## config.mk

```make
export PLATFORM = sky130hd
export DESIGN_NAME = scsu_top
export DESIGN_NICKNAME = d
export VERILOG_FILES = /design/src/inc/scsu_pkg.sv /design/src/verilog/scsu_spi_slave.sv /design/src/verilog/scsu_top.sv
export VERILOG_INCLUDE_DIRS = /design/src /design/src/inc
export SDC_FILE = /design/constraint.sdc
export NUM_CORES = 1
export LEC_CHECK = 0
export ABC_AREA = 1
export BUFFER_PORTS_ARGS = -buffer_cell sky130_fd_sc_hd__buf_4
export CORE_MARGIN = 3
export CORE_UTILIZATION = 25
export DETAILED_ROUTE_END_ITERATION = 16
export GPL_TIMING_DRIVEN = 1
export PLACE_DENSITY = 0.41
export SETUP_SLACK_MARGIN = 0.1
export SLEW_MARGIN = 30
export SYNTH_ARGS = -nofsm -noshare
export SYNTH_HDL_FRONTEND = slang
export SYNTH_SLANG_ARGS = --single-unit
```

## constraint.sdc

```tcl
create_clock -name clk -period 11 [get_ports clk]
set_clock_uncertainty 0.05 [all_clocks]
set_input_delay 1.1 -clock clk [delete_from_list [all_inputs] [get_ports clk]]
set_output_delay 1.1 -clock clk [all_outputs]
set_load 0.005 [all_outputs]
```

## src/inc/scsu_cfg.svh

```systemverilog
// Constants of the system control and status unit
`ifndef SCSU_CFG_SVH
`define SCSU_CFG_SVH
`define SCSU_CLK_HZ 200000000
`define SCSU_FLASH_MS 75
`define SCSU_CHECK_MS 20
`define SCSU_SLEEP_LSB_MS 500
`define SCSU_SAMPLE_DHZ 8192
`define SCSU_DRDY_US 60
`define SCSU_A_FWC 7'h00
`define SCSU_A_MISC 7'h38
`define SCSU_A_SLEEP 7'h3e
`define SCSU_A_DIAG 7'h40
`define SCSU_A_GCMD 7'h42
`define SCSU_A_LOTLO 7'h52
`define SCSU_A_LOTHI 7'h54
`define SCSU_A_PART 7'h56
`define SCSU_A_SERIAL 7'h58
`define SCSU_CMD_SWRST 7
`define SCSU_CMD_FLASH 3
`define SCSU_CMD_DAC 2
`define SCSU_CMD_CAL 1
`define SCSU_CMD_BIAS 0
`define SCSU_CMD_MASK 8'h8f
`define SCSU_MISC_LO_MASK 8'hc7
`define SCSU_MISC_SUM 11
`define SCSU_MISC_ST 10
`define SCSU_MISC_DREN 2
`define SCSU_MISC_DRPOL 1
`define SCSU_MISC_DRSEL 0
`define SCSU_MISC_LINC 7
`define SCSU_MISC_POP 6
`define SCSU_MISC_RST 16'h0006
`define SCSU_DIAG_RST 16'h0000
`define SCSU_D_LOW 0
`define SCSU_D_HIGH 1
`define SCSU_D_FLASH 2
`define SCSU_D_SPI 3
`define SCSU_D_OVR 4
`define SCSU_D_ST 5
`define SCSU_D_SUM 6
`define SCSU_D_ALM1 8
`define SCSU_D_ALM2 9
`define SCSU_D_AXIS 10
`endif

```

## src/inc/scsu_pkg.sv

```systemverilog
// Types of the system control and status unit
package scsu_pkg;
  typedef enum logic [5:0] {
    st_boot = 6'h01,
    st_run = 6'h02,
    st_flash = 6'h04,
    st_cal = 6'h08,
    st_test = 6'h10,
    st_sleep = 6'h20
  } scsu_state_type;
endpackage

```

## src/verilog/scsu_spi_slave.sv

```systemverilog
// Serial port slave, mode 3, 16-bit frames
`timescale 1ns/1ps
`default_nettype none
module scsu_spi_slave (
  input wire logic clk, // System clock
  input wire logic arst_n, // Async reset
  input wire logic sclk, // Serial clock pin
  input wire logic cs_n, // Chip select pin
  input wire logic mosi, // Serial data in pin
  input wire logic [15:0] tx_word, // Word for the next frame
  output logic miso, // Serial data out
  output logic miso_oe, // Data out enable
  output logic frm_vld, // Frame received pulse
  output logic [15:0] frm_word, // Received frame
  output logic frm_err, // Clock count error pulse
  output logic cs_fall // Chip select fall pulse
);
  logic [2:0] sclk_ff, nxt_sclk, cs_ff, nxt_cs;
  logic [1:0] mosi_ff, nxt_mosi;
  logic [3:0] cnt_ff, nxt_cnt;
  logic [15:0] rx_ff, nxt_rx, tx_ff, nxt_tx, frm_ff, nxt_frm;
  logic vld_ff, nxt_vld, err_ff, nxt_err, fall_ff, nxt_fall, oe_ff, nxt_oe;
  logic rise, sfall, act;

  always_comb
  begin
    nxt_sclk = {sclk_ff[1:0], sclk};
    nxt_cs = {cs_ff[1:0], cs_n};
    nxt_mosi = {mosi_ff[0], mosi};
    rise = sclk_ff[1] & ~sclk_ff[2];
    sfall = ~sclk_ff[1] & sclk_ff[2];
    act = ~cs_ff[1];
    nxt_cnt = cnt_ff;
    nxt_rx = rx_ff;
    nxt_tx = tx_ff;
    nxt_frm = frm_ff;
    nxt_vld = 1'b0;
    nxt_fall = act & cs_ff[2];
    nxt_err = ~act & ~cs_ff[2] & (cnt_ff != 4'h0);
    nxt_oe = act;
    if (nxt_fall)
      nxt_cnt = 4'h0;
    else if (act & rise)
    begin
      nxt_cnt = cnt_ff + 4'h1;
      nxt_rx = {rx_ff[14:0], mosi_ff[1]};
      if (cnt_ff == 4'hf)
      begin
        nxt_vld = 1'b1;
        nxt_frm = {rx_ff[14:0], mosi_ff[1]};
      end
    end
    // First falling edge of each frame loads the answer word
    if (act & sfall)
      nxt_tx = (cnt_ff == 4'h0) ? tx_word : {tx_ff[14:0], 1'b0};
  end

  always_ff @(posedge clk or negedge arst_n)
  begin
    if (!arst_n)
    begin
      sclk_ff <= 3'h7;
      cs_ff <= 3'h7;
      mosi_ff <= 2'h0;
      cnt_ff <= 4'h0;
      rx_ff <= 16'h0;
      tx_ff <= 16'h0;
      frm_ff <= 16'h0;
      vld_ff <= 1'b0;
      err_ff <= 1'b0;
      fall_ff <= 1'b0;
      oe_ff <= 1'b0;
    end
    else
    begin
      sclk_ff <= nxt_sclk;
      cs_ff <= nxt_cs;
      mosi_ff <= nxt_mosi;
      cnt_ff <= nxt_cnt;
      rx_ff <= nxt_rx;
      tx_ff <= nxt_tx;
      frm_ff <= nxt_frm;
      vld_ff <= nxt_vld;
      err_ff <= nxt_err;
      fall_ff <= nxt_fall;
      oe_ff <= nxt_oe;
    end
  end

  assign miso = tx_ff[15];
  assign miso_oe = oe_ff;
  assign frm_vld = vld_ff;
  assign frm_word = frm_ff;
  assign frm_err = err_ff;
  assign cs_fall = fall_ff;
endmodule
`default_nettype wire

```

## src/verilog/scsu_top.sv

```systemverilog
// System control and status unit with serial register access
`timescale 1ns/1ps
`default_nettype none
`include "scsu_cfg.svh"
module scsu_top #(
  parameter int unsigned FLASH_CYC = `SCSU_FLASH_MS * (`SCSU_CLK_HZ / 1000),
  parameter int unsigned CHECK_CYC = `SCSU_CHECK_MS * (`SCSU_CLK_HZ / 1000),
  parameter int unsigned HALF_SEC_CYC = `SCSU_SLEEP_LSB_MS * (`SCSU_CLK_HZ / 1000),
  parameter int unsigned SAMPLE_CYC = (`SCSU_CLK_HZ * 10) / `SCSU_SAMPLE_DHZ,
  parameter int unsigned DRDY_CYC = `SCSU_DRDY_US * (`SCSU_CLK_HZ / 1000000),
  parameter int unsigned SELFTEST_CYC = 4096,
  parameter int unsigned BOOT_CYC = 16,
  parameter int unsigned CAL_CYC = 64,
  parameter logic [15:0] LOT_LO = 16'h0001, // Arbitrary value
  parameter logic [15:0] LOT_HI = 16'h0002, // Arbitrary value
  parameter logic [15:0] PART_ID = 16'h1234, // Arbitrary value
  parameter logic [11:0] SERIAL = 12'h001 // Arbitrary value
) (
  input wire logic clk, // System clock
  input wire logic arst_n, // Async reset, power cycle
  input wire logic sclk, // Serial clock pin
  input wire logic cs_n, // Chip select pin
  input wire logic mosi, // Serial data in pin
  output logic miso, // Serial data out pin
  output logic miso_oe, // Data out enable
  input wire logic ext_rst_n, // Reset pin
  input wire logic supply_low, // Supply below range
  input wire logic supply_high, // Supply above range
  input wire logic overrange, // Sensor overrange
  input wire logic alarm1, // Alarm one active
  input wire logic alarm2, // Alarm two active
  input wire logic flash_fail, // Flash write failed
  input wire logic sum_mismatch, // Program sum differs
  input wire logic [5:0] axis_fail, // Per-axis self test fail
  output logic sampling_en, // Sampling running
  output logic dac_latch, // DAC latch pulse
  output logic cal_restore, // Calibration restore pulse
  output logic bias_correct, // Bias correction pulse
  output logic flash_write, // Flash written pulse
  output logic selftest_run, // Self test active
  output logic gyro_lin_comp, // Gyro acceleration compensation
  output logic perc_align, // Percussion alignment
  output logic io_line_one, // Data ready on line one
  output logic io_line_one_oe, // Line one drive enable
  output logic io_line_two, // Data ready on line two
  output logic io_line_two_oe // Line two drive enable
);
  import scsu_pkg::*;

  // ----------------------------------------
  // Serial port and register decode
  // ----------------------------------------
  logic frm_vld, frm_err, cs_fall;
  logic [15:0] frm_word, rd_ff, nxt_rd;
  logic [6:0] adr, adr_even;
  logic [7:0] dat;
  logic wr_en, rd_hit, rd_diag;
  scsu_state_type state_ff, nxt_state;

  scsu_spi_slave u_spi (
    .clk(clk),
    .arst_n(arst_n),
    .sclk(sclk),
    .cs_n(cs_n),
    .mosi(mosi),
    .tx_word(rd_ff),
    .miso(miso),
    .miso_oe(miso_oe),
    .frm_vld(frm_vld),
    .frm_word(frm_word),
    .frm_err(frm_err),
    .cs_fall(cs_fall)
  );

  assign adr = frm_word[14:8];
  assign adr_even = {adr[6:1], 1'b0};
  assign dat = frm_word[7:0];
  assign wr_en = frm_vld & frm_word[15] & (state_ff == st_run);
  assign rd_hit = frm_vld & ~frm_word[15];
  assign rd_diag = rd_hit & (adr_even == `SCSU_A_DIAG);

  // ----------------------------------------
  // Reset pin synchroniser
  // ----------------------------------------
  logic [2:0] xrst_ff, nxt_xrst;
  logic rst_fall;
  assign nxt_xrst = {xrst_ff[1:0], ext_rst_n};
  assign rst_fall = ~xrst_ff[1] & xrst_ff[2];

  always_ff @(posedge clk or negedge arst_n)
  begin
    if (!arst_n)
      xrst_ff <= 3'h7;
    else
      xrst_ff <= nxt_xrst;
  end

  // ----------------------------------------
  // Control sequencer
  // ----------------------------------------
  logic [39:0] tmr_ff, nxt_tmr;
  logic [7:0] cmd_ff, nxt_cmd;
  logic [15:0] misc_ff, nxt_misc, bak_ff, nxt_bak, fwc_ff, nxt_fwc;
  logic timed_ff, nxt_timed, sumsel_ff, nxt_sumsel, smp_ff, nxt_smp;
  logic dac_ff, nxt_dac, cal_ff, nxt_cal, bias_ff, nxt_bias, fwr_ff, nxt_fwr;
  logic tmr_done, fl_end, test_end;

  assign tmr_done = (tmr_ff == 40'h0);
  assign fl_end = (state_ff == st_flash) & tmr_done;
  assign test_end = (state_ff == st_test) & tmr_done;

  always_comb
  begin
    nxt_state = state_ff;
    nxt_tmr = tmr_done ? tmr_ff : tmr_ff - 40'h1;
    nxt_cmd = cmd_ff;
    nxt_misc = misc_ff;
    nxt_bak = bak_ff;
    nxt_fwc = fwc_ff;
    nxt_timed = timed_ff;
    nxt_sumsel = sumsel_ff;
    nxt_dac = 1'b0;
    nxt_cal = 1'b0;
    nxt_bias = 1'b0;
    nxt_fwr = 1'b0;
    unique case (state_ff)
      st_boot:
        if (tmr_done)
        begin
          nxt_state = st_run;
          nxt_misc = bak_ff;
          nxt_cmd = 8'h00;
        end
      st_run:
      begin
        if (cmd_ff[`SCSU_CMD_DAC])
        begin
          nxt_dac = 1'b1;
          nxt_cmd[`SCSU_CMD_DAC] = 1'b0;
        end
        if (cmd_ff[`SCSU_CMD_SWRST])
        begin
          nxt_state = st_boot;
          nxt_tmr = 40'(BOOT_CYC - 1);
        end
        else if (cmd_ff[`SCSU_CMD_CAL] | cmd_ff[`SCSU_CMD_BIAS])
        begin
          nxt_state = st_cal;
          nxt_tmr = 40'(CAL_CYC - 1);
          nxt_cal = cmd_ff[`SCSU_CMD_CAL];
          nxt_bias = cmd_ff[`SCSU_CMD_BIAS];
        end
        else if (cmd_ff[`SCSU_CMD_FLASH])
        begin
          nxt_state = st_flash;
          nxt_tmr = 40'(FLASH_CYC - 1);
        end
        else if (misc_ff[`SCSU_MISC_SUM])
        begin
          nxt_state = st_test;
          nxt_tmr = 40'(CHECK_CYC - 1);
          nxt_sumsel = 1'b1;
        end
        else if (misc_ff[`SCSU_MISC_ST])
        begin
          nxt_state = st_test;
          nxt_tmr = 40'(SELFTEST_CYC - 1);
          nxt_sumsel = 1'b0;
        end
        if (wr_en)
        begin
          unique case (adr)
            `SCSU_A_MISC:
              nxt_misc[7:0] = dat & `SCSU_MISC_LO_MASK;
            `SCSU_A_MISC + 7'h01:
            begin
              nxt_misc[11:10] = dat[3:2];
              nxt_misc[9:8] = 2'b00;
            end
            `SCSU_A_GCMD:
              nxt_cmd = nxt_cmd | (dat & `SCSU_CMD_MASK);
            `SCSU_A_SLEEP:
              if (dat != 8'h00)
              begin
                nxt_state = st_sleep;
                nxt_timed = 1'b1;
                nxt_tmr = 40'(dat) * 40'(HALF_SEC_CYC) - 40'h1;
              end
            `SCSU_A_SLEEP + 7'h01:
              if (dat[0])
              begin
                nxt_state = st_sleep;
                nxt_timed = 1'b0;
              end
            default:
              nxt_state = nxt_state;
          endcase
        end
      end
      st_cal:
        if (tmr_done)
        begin
          nxt_state = st_flash;
          nxt_tmr = 40'(FLASH_CYC - 1);
        end
      st_flash:
        if (tmr_done)
        begin
          nxt_state = st_run;
          nxt_bak = misc_ff & 16'hf3ff;
          nxt_fwc = fwc_ff + 16'h1;
          nxt_fwr = 1'b1;
          nxt_cmd[`SCSU_CMD_FLASH] = 1'b0;
          nxt_cmd[`SCSU_CMD_CAL] = 1'b0;
          nxt_cmd[`SCSU_CMD_BIAS] = 1'b0;
        end
      st_test:
        if (tmr_done)
        begin
          nxt_state = st_run;
          if (sumsel_ff)
            nxt_misc[`SCSU_MISC_SUM] = 1'b0;
          else
            nxt_misc[`SCSU_MISC_ST] = 1'b0;
        end
      st_sleep:
        if (cs_fall | rst_fall | (timed_ff & tmr_done))
          nxt_state = st_run;
      default:
        nxt_state = st_boot;
    endcase
    nxt_smp = (nxt_state == st_run);
  end

  always_ff @(posedge clk or negedge arst_n)
  begin
    if (!arst_n)
    begin
      state_ff <= st_boot;
      tmr_ff <= 40'(BOOT_CYC - 1);
      cmd_ff <= 8'h00;
      misc_ff <= `SCSU_MISC_RST;
      bak_ff <= `SCSU_MISC_RST;
      fwc_ff <= 16'h0000;
      timed_ff <= 1'b0;
      sumsel_ff <= 1'b0;
      smp_ff <= 1'b0;
      dac_ff <= 1'b0;
      cal_ff <= 1'b0;
      bias_ff <= 1'b0;
      fwr_ff <= 1'b0;
    end
    else
    begin
      state_ff <= nxt_state;
      tmr_ff <= nxt_tmr;
      cmd_ff <= nxt_cmd;
      misc_ff <= nxt_misc;
      bak_ff <= nxt_bak;
      fwc_ff <= nxt_fwc;
      timed_ff <= nxt_timed;
      sumsel_ff <= nxt_sumsel;
      smp_ff <= nxt_smp;
      dac_ff <= nxt_dac;
      cal_ff <= nxt_cal;
      bias_ff <= nxt_bias;
      fwr_ff <= nxt_fwr;
    end
  end

  assign sampling_en = smp_ff;
  assign dac_latch = dac_ff;
  assign cal_restore = cal_ff;
  assign bias_correct = bias_ff;
  assign flash_write = fwr_ff;

  // ----------------------------------------
  // Sample tick and data ready
  // ----------------------------------------
  logic [31:0] sc_ff, nxt_sc, dc_ff, nxt_dc;
  logic act_ff, nxt_act, io1_ff, nxt_io1, oe1_ff, nxt_oe1, io2_ff, nxt_io2, oe2_ff, nxt_oe2;
  logic st_ff, nxt_st, lc_ff, nxt_lc, pa_ff, nxt_pa;
  logic tick, dr_lvl;

  assign tick = (state_ff == st_run) & (sc_ff == 32'h0);

  always_comb
  begin
    nxt_sc = (tick | (state_ff != st_run)) ? 32'(SAMPLE_CYC - 1) : sc_ff - 32'h1;
    nxt_dc = (dc_ff == 32'h0) ? dc_ff : dc_ff - 32'h1;
    nxt_act = (dc_ff == 32'h0) ? 1'b0 : act_ff;
    if (tick & misc_ff[`SCSU_MISC_DREN])
    begin
      nxt_dc = 32'(DRDY_CYC - 1);
      nxt_act = 1'b1;
    end
    dr_lvl = misc_ff[`SCSU_MISC_DRPOL] ? act_ff : ~act_ff;
    nxt_oe1 = misc_ff[`SCSU_MISC_DREN] & ~misc_ff[`SCSU_MISC_DRSEL];
    nxt_oe2 = misc_ff[`SCSU_MISC_DREN] & misc_ff[`SCSU_MISC_DRSEL];
    nxt_io1 = nxt_oe1 & dr_lvl;
    nxt_io2 = nxt_oe2 & dr_lvl;
    nxt_st = (nxt_state == st_test) & ~nxt_sumsel;
    nxt_lc = misc_ff[`SCSU_MISC_LINC];
    nxt_pa = misc_ff[`SCSU_MISC_POP];
  end

  always_ff @(posedge clk or negedge arst_n)
  begin
    if (!arst_n)
    begin
      sc_ff <= 32'h0;
      dc_ff <= 32'h0;
      act_ff <= 1'b0;
      io1_ff <= 1'b0;
      oe1_ff <= 1'b0;
      io2_ff <= 1'b0;
      oe2_ff <= 1'b0;
      st_ff <= 1'b0;
      lc_ff <= 1'b0;
      pa_ff <= 1'b0;
    end
    else
    begin
      sc_ff <= nxt_sc;
      dc_ff <= nxt_dc;
      act_ff <= nxt_act;
      io1_ff <= nxt_io1;
      oe1_ff <= nxt_oe1;
      io2_ff <= nxt_io2;
      oe2_ff <= nxt_oe2;
      st_ff <= nxt_st;
      lc_ff <= nxt_lc;
      pa_ff <= nxt_pa;
    end
  end

  assign io_line_one = io1_ff;
  assign io_line_one_oe = oe1_ff;
  assign io_line_two = io2_ff;
  assign io_line_two_oe = oe2_ff;
  assign selftest_run = st_ff;
  assign gyro_lin_comp = lc_ff;
  assign perc_align = pa_ff;

  // ----------------------------------------
  // Diagnostic flags and read data
  // ----------------------------------------
  logic [15:0] diag_ff, nxt_diag;

  always_comb
  begin
    nxt_diag = rd_diag ? 16'h0000 : diag_ff;
    if (tick)
    begin
      nxt_diag[`SCSU_D_LOW] = supply_low;
      nxt_diag[`SCSU_D_HIGH] = nxt_diag[`SCSU_D_HIGH] | supply_high;
      nxt_diag[`SCSU_D_OVR] = nxt_diag[`SCSU_D_OVR] | overrange;
      nxt_diag[`SCSU_D_ALM1] = nxt_diag[`SCSU_D_ALM1] | alarm1;
      nxt_diag[`SCSU_D_ALM2] = nxt_diag[`SCSU_D_ALM2] | alarm2;
    end
    if (frm_err)
      nxt_diag[`SCSU_D_SPI] = 1'b1;
    if (fl_end & flash_fail)
      nxt_diag[`SCSU_D_FLASH] = 1'b1;
    if (test_end & sumsel_ff & sum_mismatch)
      nxt_diag[`SCSU_D_SUM] = 1'b1;
    if (test_end & ~sumsel_ff & (axis_fail != 6'h00))
    begin
      nxt_diag[`SCSU_D_ST] = 1'b1;
      nxt_diag[15:10] = nxt_diag[15:10] | axis_fail;
    end
    nxt_rd = rd_ff;
    if (rd_hit)
    begin
      unique case (adr_even)
        `SCSU_A_FWC: nxt_rd = fwc_ff;
        `SCSU_A_MISC: nxt_rd = misc_ff;
        `SCSU_A_DIAG: nxt_rd = diag_ff;
        `SCSU_A_LOTLO: nxt_rd = LOT_LO;
        `SCSU_A_LOTHI: nxt_rd = LOT_HI;
        `SCSU_A_PART: nxt_rd = PART_ID;
        `SCSU_A_SERIAL: nxt_rd = {4'h0, SERIAL};
        default: nxt_rd = 16'h0000;
      endcase
    end
  end

  always_ff @(posedge clk or negedge arst_n)
  begin
    if (!arst_n)
    begin
      diag_ff <= `SCSU_DIAG_RST;
      rd_ff <= 16'h0000;
    end
    else
    begin
      diag_ff <= nxt_diag;
      rd_ff <= nxt_rd;
    end
  end
endmodule
`default_nettype wire

```

==> Word level (Yosys, flattened, before mapping) <==
Cells that the tools add are included.
{ "totals": {"output_inout_bits": 14, "reg_bits": 276} }
{ "classes": {"reduce_logical": 33, "n_mux": 84, "n_addsub": 6, "n_bitwise": 48, "n_eq_ne": 33, "n_mul": 1} }
{ "ops": {"columns": ["op", "count"], "rows": [
  ["2-to-1 mux 40 bit", 10],
  ["2-to-1 mux 32 bit", 3],
  ["one-hot mux 16 bit (6 select lines)", 1],
  ["one-hot mux 40 bit (2 select lines)", 1],
  ["2-to-1 mux 6 bit", 12],
  ["zero test 32 bit", 2],
  ["subtractor 32 x 1 -> 32 bit, second input constant", 2],
  ["zero test 40 bit", 1],
  ["subtractor 40 x 1 -> 40 bit, second input constant", 1],
  ["== test 6 bit, second input constant", 6],
  ["subtractor 35 x 1 -> 36 bit, second input constant", 1],
  ["2-to-1 mux 1 bit", 33],
  ["2-to-1 mux 16 bit", 2],
  ["2-to-1 mux 8 bit", 4],
  ["== test 7 x 6 -> 1 bit, second input constant", 4],
  ["bitwise AND 1 bit", 27],
  ["multiplier 8 x 19 -> 27 bit, second input constant", 1],
  ["2-to-1 mux 12 bit", 2],
  ["one-hot mux 6 bit (4 select lines)", 1],
  ["one-hot mux 10 bit (2 select lines)", 1],
  ["== test 6 x 5 -> 1 bit, second input constant", 3],
  ["nonzero test 2 bit", 9],
  ["adder 16 x 1 -> 16 bit, second input constant", 1],
  ["inequality test 2 bit, second input constant", 7],
  ["other kinds (33)", 70]
]} }

==> Logic depth before layout (Yosys ltp) <==
Gate-level depths: netlist of the first run.
{ "depth": {"word_depth": 11, "ltp_mapped": 28} }

==> Modules after synthesis <==
Synthesis of the first run repeated with hierarchy kept, for this count alone.
{ "hier_totals": {"hier_cells": 2267, "hier_area_um2": 17549.3} }
{ "modules_own_cells": {"columns": ["mod", "cells_per_inst", "seq_area_each_um2", "area_each_um2", "instances"], "rows": [
  ["scsu_top", 1970, 5270.1, 14916.8, 1],
  ["scsu_spi_slave", 297, 1584.0, 2632.5, 1]
]} }

==> Least setup slack after synthesis of the first run <==
Ideal clock, no wire load.
{ "synth_timing": {"path_type": "register to register", "startpoint": "register u_spi.frm_ff[2] (netlist: u_spi.frm_word[2])", "endpoint": "register tmr_ff[31]", "period_less_slack_ps": 4493, "path_slack_ps": 6507, "setup_time_ps": 118, "path_stages_with_launch": 22, "t_arrival_ps": 4325, "path_buffers": 0, "path_cell_list": "dfrtp_1 fa_1 fa_1 fa_1 inv_1 fa_1 inv_1 ha_1 nand2_2 inv_1 a21oi_2 nor2_1 nor2_1 nand2_1 nand2_1 nand2_1 nor2_2 nand3_1 a21oi_1 nand2_1 nand3_1 nand2_1"} }
{ "synth_via": {"elab_chain_len": 6, "elab_cells_between_ends": 7, "cone_classes": "1 x add/sub; 1 x mul; 4 x mux; 1 x reduce/logical"} }
{ "synth_rtl": {"columns": ["item", "line", "source"], "rows": [
  ["start, declared", "scsu_spi_slave.sv:21", "logic [15:0] rx_ff, nxt_rx, tx_ff, nxt_tx, frm_ff, nxt_frm;"],
  ["start signal, assigned", "scsu_spi_slave.sv:82", "frm_ff <= nxt_frm;"],
  ["multiplier 8 x 19 -> 27 bit", "scsu_top.sv:187", "nxt_tmr = 40'(dat) * 40'(HALF_SEC_CYC) - 40'h1;"],
  ["subtractor 35 x 1 -> 36 bit", "scsu_top.sv:187", null],
  ["2-to-1 mux 40 bit *", "scsu_top.sv:183", "if (dat != 8'h00)"],
  ["2-to-1 mux 40 bit *", "scsu_top.sv:172", "unique case (adr)"],
  ["2-to-1 mux 40 bit *", "scsu_top.sv:170", "if (wr_en)"],
  ["one-hot mux 40 bit (2 select lines) *", "scsu_top.sv:126", "unique case (state_ff)"],
  ["net nxt_tmr[31]", "scsu_top.sv:101", "logic [39:0] tmr_ff, nxt_tmr;"],
  ["end signal, assigned", "scsu_top.sv:240", "tmr_ff <= 40'(BOOT_CYC - 1);"],
  ["end signal, assigned", "scsu_top.sv:256", "tmr_ff <= nxt_tmr;"],
  ["end, declared", "scsu_top.sv:101", null]
]} }
The timed path passes the listed nets; every way through them passes the cells marked *.
A chain may end at the register's enable or synchronous reset.

==> Worst setup path after layout of the first run <==
{ "layout_timing": {"startpoint": "register u_spi.frm_ff[0] (netlist: u_spi.frm_word[0])", "endpoint": "register tmr_ff[38]"} }
The elaborated chain is that of the path after synthesis.

==> results of run 1 <==
## critical path: cells and delay by family (launching register included)
family / cells / cell delay, ns
xor gates and xnor gates: 1 / 0.30
buffers and inverters: 3 / 0.53
and+or+nand+nor: 12 / 1.39
DFF: 1 / 0.69
adders and majority gates: 4 / 2.06
## cell families after synthesis
group           Yosys count
compound gates          344
xor+xnor                 92
fa+ha+maj               103
buf+inv                 409
flops                   273
mux                       4
simple gates           1095
## flip-flops by register name, summed over array words and instances (netlist names), 2 cells and up
signal / cells
xrst_ff: 3
state_ff: 6
misc_ff: 16
diag_ff: 15
sc_ff: 32
bak_ff: 14
rd_ff: 16
u_spi.sclk_ff: 3
cmd_ff: 5
tmr_ff: 40
u_spi.cs_ff: 3
fwc_ff: 16
u_spi.mosi_ff: 2
u_spi.rx_ff: 15
u_spi.tx_ff: 16
u_spi.cnt_ff: 4
dc_ff: 32
u_spi.frm_word: 16
## synth_stat cells (3+ instances only)
master	n	area, µm²
nand2_1	489	1840
inv_1	355	1330
nor2_1	276	1040
dfrtp_1	255	6380
o21ai_0	173	866
nand3_1	113	566
a21oi_1	75	375
xor2_1	73	639
ha_1	63	788
nand4_1	51	319
nor3_1	42	210
fa_1	40	801
nor2_2	34	213
clkbuf_1	25	93.8
nor4_1	21	131
xnor2_1	19	166
dfstp_2	18	473
nand2_2	17	106
o211ai_1	16	120
inv_2	11	41.3
nand3_2	10	100
nor2_4	10	113
o22ai_1	10	62.6
buf_2	9	45.0
a31oi_1	8	50.1
nand3b_1	8	60.1
o21ai_1	8	40.0
a22o_1	6	52.6
a22oi_1	5	37.5
nor3_2	5	50.1
o2111ai_1	5	43.8
o31ai_1	5	37.5
or2_2	5	31.3
a221oi_1	4	35.0
mux2_2	4	45.0
o21a_1	4	30.0
o21bai_1	4	30.0
a21o_1	3	22.5
a31o_2	3	26.3
buf_4	3	22.5
clkinv_1	3	11.3
## cell type report
| type | instances | area, µm² |
|---|---|---|
| fillers | 7617 | 50000 |
| inverters | 369 | 1390 |
| clock inverters | 9 | 103 |
| clock buffers | 54 | 1050 |
| flip-flops and latches | 273 | 6850 |
| multi-input cells | 1638 | 9350 |
| repair buffers | 43 | 363 |
| well taps | 940 | 1180 |
## metal layers
layer	vias up	GRT usage (%)
li1	7567	-
met5	-	0
met4	0	3.80
met3	72	1.63
met1	7476	20.5
met2	258	23.7
## worst max path at each step
stage | startpoint | cells after the start | end | slack (ns)
after detailed placement | u_spi.frm_word[0]$_DFFE_PN0P_ | 17 | tmr_ff[27]$_DFF_PN0_ | 5.88
after floorplan | u_spi.frm_word[2]$_DFFE_PN0P_ | 21 | tmr_ff[31]$_DFF_PN0_ | 6.51
after global placement | u_spi.frm_word[0]$_DFFE_PN0P_ | 17 | tmr_ff[27]$_DFF_PN0_ | 5.86
after global routing | u_spi.frm_word[0]$_DFFE_PN0P_ | 17 | tmr_ff[27]$_DFF_PN0_ | 5.46
final | u_spi.frm_word[0]$_DFFE_PN0P_ | 20 | tmr_ff[38]$_DFF_PN0_ | 5.90
after CTS | u_spi.frm_word[0]$_DFFE_PN0P_ | 17 | tmr_ff[27]$_DFF_PN0_ | 5.86
## stage by stage
stage	hold slack (ns)	cell area, µm²	setup WS, ns
floorplan	0.281	17800	6.51
global placement	0.296	19100	5.86
detailed placement	0.298	19100	5.88
CTS	0.290	20300	5.86
global route	0.298	20300	5.46
finish	0.298	20300	5.90
## power by group through the flow
| stage | Clock, mW | Sequential, mW | Combinational (mW) |
|---|---|---|---|
| after global routing | 1.25 | 1.03 | 0.0681 |
| after CTS | 1.20 | 1.03 | 0.0594 |
| after global placement | 0 | 1.05 | 0.0580 |
| after floorplan | 0 | 1.05 | 0.0216 |
| after detailed placement | 0 | 1.05 | 0.0592 |
| final | 1.16 | 1.03 | 0.0577 |
==> results by group, run 1 <==
Status
  • Status: finished, final reports clean

Logic synthesis
  • Post-synthesis simple-gate area fraction: ~28%
  • Synth warn: 0
  • Post-synthesis mux area share: less than 1%
  • Synth Area in Compound Gates: between 10 and 15%
  • Cell area after synthesis: about 18000 µm²
  • Post-Synth Adder-Cell Area: 8.94%
  • Sequential share of the synthesized area: about 39%
  • Mean Syn Cell Area: around 7.7 µm²
  • Asr flop ratio synth: between 90% and 100%
  • Number of cells produced by synthesis: 2320
  • Syn Nets: between 2000 and 2500
  • Ys flop type: dfrtp_1
  • Unique masters post-synth: 63
  • FF+latch count, synth: ~270
  • Largest family of logic cells by synthesized area: simple AND/OR/NAND/NOR gates
  • Post-Synth XOR/XNOR Area: under 10%
  • Post-synth EDFFs: 0

Worst setup path
  • CP endpoint kind: register
  • CP Class: register to register
  • R2R Setup Slk: 5.90 ns
  • Arrival time worst endpoint: between 5 and 6 ns
  • Startpoint Class: register
  • Worst Reg2Reg Path Length in Cells: 20
  • Max FO, Critical Path: 10
  • R2R Path Start: u_spi.frm_word[0]$_DFFE_PN0P_
  • Data required time at the worst endpoint: 11.44 ns
  • Crit-path max cell delay: around 0.69 ns
  • Worst r2r dst: tmr_ff[38]$_DFF_PN0_
  • Most frequent CP cell: nand2_1
  • Critical-path top delay cell: dfrtp_1
  • Worst-path cell chain: inv_1, ha_1, inv_1, fa_1, fa_1, inv_1, fa_1, nand3_1, nand2_2, nand2_1, nand2_1, nand2_1, nand2_1, xnor2_1, nand2_1, nor2_1, nand4_1, nand2_2, nand3_1, nand2_1

CTS
  • Gates resized, CTS repair: 0
  • H-tree depth: 2
  • CTS Root Cell: clkbuf_16
  • CTS tree: done
  • Clock Sinks: 273
  • Max Buffers Root-to-Sink: 3
  • Clk Latency, worst-skew pair: 0.55 ns
  • Worst-path clk slew: about 0.06 ns
  • Postcts setup bufs: 0
  • Inserted Clock Buffers: 36
  • Hold_buf cts: 0

Power
  • Sw Ratio: a little under a quarter
  • Clock network fraction of total power: just over 50%
  • Sequential power share: a little under half
  • Psw: between 0.5 and 0.6 mW
  • Leak pwr: 10.8 nW
  • P per Cell Area: between 100 and 150 nW/µm²
  • Peak VDD IR: roughly 0.077 mV
  • Internal Power: 1.72 mW
  • Logic pwr share: 2.6%
  • Pwr Total: about 2.3 mW

GRT
  • Largest net degree at the start of global routing: ~150
  • Initial antenna violation count: 1
  • First-pass GRT wire length: ~87 mm
  • Vias in the first global route: approximately 15000
  • GRT Total Usage: 14.6%
  • Grt total ovfl: 0

Drt
  • Met3 wire len: 1.70 mm
  • Routed length per placed instance: about 16 µm
  • Antenna-violating nets left: 0
  • DR top layer: met4
  • Routed WL: about 54 mm
  • Detailed Route Iter0 Violations: about 1000
  • DR vias: around 15000
  • Post-route DRC: 0
  • Routed vias/inst: about 4.6
  • Met2 routed WL: 24.8 mm
  • TritonRoute pass-1 iters: 5
  • Met1 WL: ~26 mm

Timing
  • Final period utilization: between 40 and 50%
  • Hold Fails Final Rpt: 0
  • Sum Neg Setup Slack: 0 ns
  • Final Slew Violations: 0
  • RSZ-0062 raised after global routing: no
  • Fmax: 196 MHz
  • Setup violations, final: 0
  • Min Clock Period, post-route: 5.10 ns
  • Slew @ Worst Pin: between 0.9 and 1 ns
  • Relative slew slack: between 30% and 40%

Floorplanning
  • Die ar.: 74300 µm²
  • Rows: 97
  • I/O pin cnt: 33
  • Starting Density: approximately a quarter
  • Chip height: roughly 270 µm
  • Core area: between 70000 and 80000 µm²
  • Die width: 273 µm

Layout
  • Util after Layout: 28.9%
  • # nets final: 2483
  • Area Growth Syn to Fin: 14.1%
  • Commonest non-fill, non-tap cells in the layout: nand2_1, inv_1, nor2_1, dfrtp_1, o21ai_0
  • Antenna cells: 0
  • Share of cells above drive strength 1: 9.64%
  • Leading cell type in the layout, fill and taps excluded: nand2_1
  • Fin cells: 3326

Placed design
  • DP Wirelength: 41.4 mm
  • GP Congestion: 0.897
  • PortBufs: 32
  • Placed cell count: ~3300

Worst hold path
  • HP Start: xrst_ff[1]$_DFF_PN1_
  • Hold Crit Depth: 0
  • Worst Hold Class: register to register
  • Hold Crit Endpoint: xrst_ff[2]$_DFF_PN1_

Run
  • # Max-Cap Violations: 0
Note: power is estimated with default switching activity, not from simulation.
==> run 2: changes to the inputs <==
--- a/config.mk
+++ b/config.mk
@@ -12,7 +12,7 @@
 export CORE_UTILIZATION = 25
 export DETAILED_ROUTE_END_ITERATION = 16
 export GPL_TIMING_DRIVEN = 1
-export PLACE_DENSITY = 0.41
+export PLACE_DENSITY = 0.42
 export SETUP_SLACK_MARGIN = 0.1
 export SLEW_MARGIN = 30
 export SYNTH_ARGS = -nofsm -noshare
==> constraint.sdc (replaced) <==
create_clock -name clk -period 4.3 [get_ports clk]
set_clock_uncertainty 0.05 [all_clocks]
set_input_delay 0.43 -clock clk [delete_from_list [all_inputs] [get_ports clk]]
set_output_delay 0.43 -clock clk [all_outputs]
set_load 0.005 [all_outputs]
==> run 2 against run 1 <==
Effect of this change:
- the run now ends with setup timing left
- sequential cell count unchanged
- critical path depth unchanged
- worst hold slack got worse by 0.25 ns
- cell count increased by 3.8%
- critical endpoint unchanged
- total power increased to 2.6 times the previous value
- final area increased by 9.7%
- highest routed layer unchanged
- sequential share of layout area decreased by 2.9 points
==> results by group, run 2 (synthesized netlist as in run 1, its figures left out) <==
CTS
  • Worst-path clk slew: 0.06 ns (about the same)
  • CTS tree: done (unchanged)
  • CTS Root Cell: clkbuf_16 (unchanged)
  • H-tree depth: 2 (unchanged)
  • Max Buffers Root-to-Sink: 3 (unchanged)
  • Clk Latency, worst-skew pair: 0.56 ns (was 0.55 ns)
  • Clock Sinks: 273 (unchanged)
  • Inserted Clock Buffers: 36 (unchanged)

Worst setup path
  • Worst r2r dst: tmr_ff[38]$_DFF_PN0_ (unchanged)
  • R2R Setup Slk: -0.29 ns (was 5.90 ns)
  • CP Class: register to register (unchanged)
  • Max FO, Critical Path: 5 (was 10)
  • Startpoint Class: register (unchanged)
  • Data required time at the worst endpoint: 4.74 ns (was 11.44 ns)
  • R2R Path Start: u_spi.frm_word[2]$_DFFE_PN0P_ (was u_spi.frm_word[0]$_DFFE_PN0P_)
  • Worst Reg2Reg Path Length in Cells: 20 (unchanged)
  • CP endpoint kind: register (unchanged)
  • Arrival time worst endpoint: 5.03 ns (was 5.54 ns)

Layout
  • Share of cells above drive strength 1: 20.9% (was 9.64%)
  • # nets final: 2606 (was 2483)
  • Commonest non-fill, non-tap cells in the layout: nand2_1, inv_1, nor2_1, dfrtp_1, o21ai_0 (unchanged)
  • Antenna cells: 0 (unchanged)
  • Regs by FF count: tmr_ff x40, dc_ff x32, sc_ff x32 (unchanged)
  • Largest Register: tmr_ff (unchanged)
  • Leading cell type in the layout, fill and taps excluded: nand2_1 (unchanged)
  • Area Growth Syn to Fin: 25.1% (was 14.1%)
  • Number of flip-flops in the largest register: 40 (unchanged)
  • Fillers: 7534 (was 7617)

Power
  • Leak pwr: 11.6 nW (was 10.8 nW)
  • Peak VDD IR: 0.219 mV (was 0.0775 mV)
  • P per Cell Area: 263 nW/µm² (was 111 nW/µm²)

Status
  • Failing checks: setup timing
  • Status: complete, but fails checks (was finished, final reports clean)

GRT
  • Largest net degree at the start of global routing: 97 (was 149)
  • First-pass GRT wire length: 87.5 mm (was 87.0 mm)
  • Grt total ovfl: 0 (unchanged)
  • GRT Total Usage: 14.7% (was 14.6%)
  • Initial antenna violation count: 0 (was 1)
  • Vias in the first global route: 15894 (was 15378)

Drt
  • Routed length per placed instance: 15.8 µm (was 16.3 µm)
  • Detailed Route Iter0 Violations: 900 (was 991)
  • Antenna-violating nets left: 0 (unchanged)
  • Routed vias/inst: 4.56 (was 4.62)
  • Post-route DRC: 0 (unchanged)
  • Routed WL: 54.5 mm (was 54.1 mm)
  • TritonRoute pass-1 iters: 5 (unchanged)
  • DR vias: 15740 (was 15373)

Placed design
  • GP Congestion: 0.912 (was 0.897)
  • Setup Slack @ Placement: -0.396 ns (was 5.88 ns)
  • DP Wirelength: 41.9 mm (was 41.4 mm)
  • PortBufs: 32 (unchanged)

Floorplanning
  • Starting Density: 25.3% (unchanged)
  • Chip height: 273 µm (unchanged)
  • Core area: 70300 µm² (unchanged)
  • Rows: 97 (unchanged)
  • Die width: 273 µm (unchanged)
  • I/O pin cnt: 33 (unchanged)
  • Die ar.: 74300 µm² (unchanged)

Timing
  • Setup violations, final: 18 (was 0)
  • RSZ-0062 raised after global routing: yes (was no)
  • Fmax: 218 MHz (was 196 MHz)
  • Relative slew slack: 39.0% (was 36.5%)
  • Final Slew Violations: 0 (unchanged)
  • Min Clock Period, post-route: 4.59 ns (was 5.10 ns)
  • Slew @ Worst Pin: 0.914 ns (was 0.952 ns)
  • Post-route setup slack: -0.293 ns (was 5.90 ns)
  • Final period utilization: 107% (was 46.4%)
  • Hold Fails Final Rpt: 0 (unchanged)
  • Hold Slack: 0.0470 ns (was 0.298 ns)

Worst hold path
  • Worst Hold Class: input pin to register (was register to register)
  • HP Start: alarm1 (was xrst_ff[1]$_DFF_PN1_)
  • Hold Crit Endpoint: diag_ff[8]$_DFF_PN0_ (was xrst_ff[2]$_DFF_PN1_)
  • Hold Crit Depth: 2 (was 0)

Run
  • # Max-Cap Violations: 0 (unchanged)
-- run 2: cell types whose count changed in the layout (fill, tap and decap cells not counted), moves of 9 or more --
cell,previous run,this run
buf_4,40,152
nand2_1,489,429
nand2_2,17,55
inv_1,355,330
inv_2,11,33
nand2_4,1,20
nand3_1,112,95
nor2_1,275,258
nor2_4,10,27
ha_1,63,47
ha_4,0,15
nand3_2,11,26
o21ai_0,173,163
a21oi_1,75,66
-- run 2: repair_timing --
action | in CTS | in global routing
buffers inserted | 8 | 13
hold endpoints to repair | 76 | 0
endpoints found under the setup margin | 19 | 21
resized for setup | 62 | 148
hold buffers | 5 | 0
pin swaps | 32 | 72
-- run 2: layout make-up --
cell class / count / area, µm² / area share [%]
clock buffers: 50 / 1000 / 4.51
flip-flops and latches: 273 / 6860 / 30.9
multi-input cells: 1638 / 10300 / 46.3
inverters: 369 / 1400 / 6.27
clock inverters: 16 / 193 / 0.866
well taps: 940 / 1180 / 5.29
repair buffers: 166 / 1310 / 5.91
-- run 2: critical path, cell delays in order (launching register included) --
cell and delay (ns):
dfrtp_2 0.47, fa_2 0.66, fa_1 0.46, fa_1 0.51, inv_2 0.04, fa_1 0.54, inv_2 0.05, ha_4 0.27
nand2_4 0.10, inv_4 0.05, a21oi_4 0.21, nand4_1 0.16, nand2_2 0.13, nand2_2 0.09, nor2_4 0.13, inv_2 0.07
nor2_4 0.08, nand4_1 0.12, nand2_2 0.19, nand3_2 0.07, nand2_1 0.06
-- run 2: worst max-delay path by stage --
stage | from | end | slack, ns | cells past startpoint
6_report | u_spi.frm_word[2]$_DFFE_PN0P_ | tmr_ff[38]$_DFF_PN0_ | -0.29 | 20
5_1_grt | u_spi.frm_word[7]$_DFFE_PN0P_ | tmr_ff[38]$_DFF_PN0_ | -0.50 | 23
4_1_cts | u_spi.frm_word[6]$_DFFE_PN0P_ | tmr_ff[38]$_DFF_PN0_ | -0.26 | 22
3_5_place_dp | u_spi.frm_word[7]$_DFFE_PN0P_ | tmr_ff[38]$_DFF_PN0_ | -0.40 | 20
3_3_place_gp | u_spi.frm_word[4]$_DFFE_PN0P_ | tmr_ff[39]$_DFF_PN0_ | -0.36 | 22
2_1_floorplan | u_spi.frm_word[7]$_DFFE_PN0P_ | tmr_ff[38]$_DFF_PN0_ | 0.02 | 23
-- run 2: where the power goes --
| part | total, mW | leakage [nW] | switching [mW] | internal [mW] |
|---|---|---|---|---|
| registers | 2.64 | 3.60 | 0.0183 | 2.62 |
| clock network | 3.07 | 0.582 | 1.24 | 1.83 |
| logic | 0.148 | 7.42 | 0.105 | 0.0426 |
-- run 2: through the flow --
step           std cells  setup TNS [ns]  util, %  cell area, µm²  total power, mW
6_report            3452           -3.56     31.7           22200             5.85
5_1_grt             3452           -7.01     31.7           22200             6.08
4_1_cts             3441           -3.48     30.7           21600             5.96
3_5_place_dp        3362           -5.29     28.5           20000             2.83
3_3_place_gp        3362           -5.05     28.5           20000             2.83
2_1_floorplan       2320               0        -           17900             2.73
-- run 2: per-layer routing --
metal  routed length (µm)  global-route usage [%]  vias to the layer above
met1                26000                    20.3                     7584
li1                     -                       -                     7815
met4                 1560                    4.53                        0
met2                25300                    23.8                      253
met3                 1730                    1.89                       88
met5                    0                       0                        -
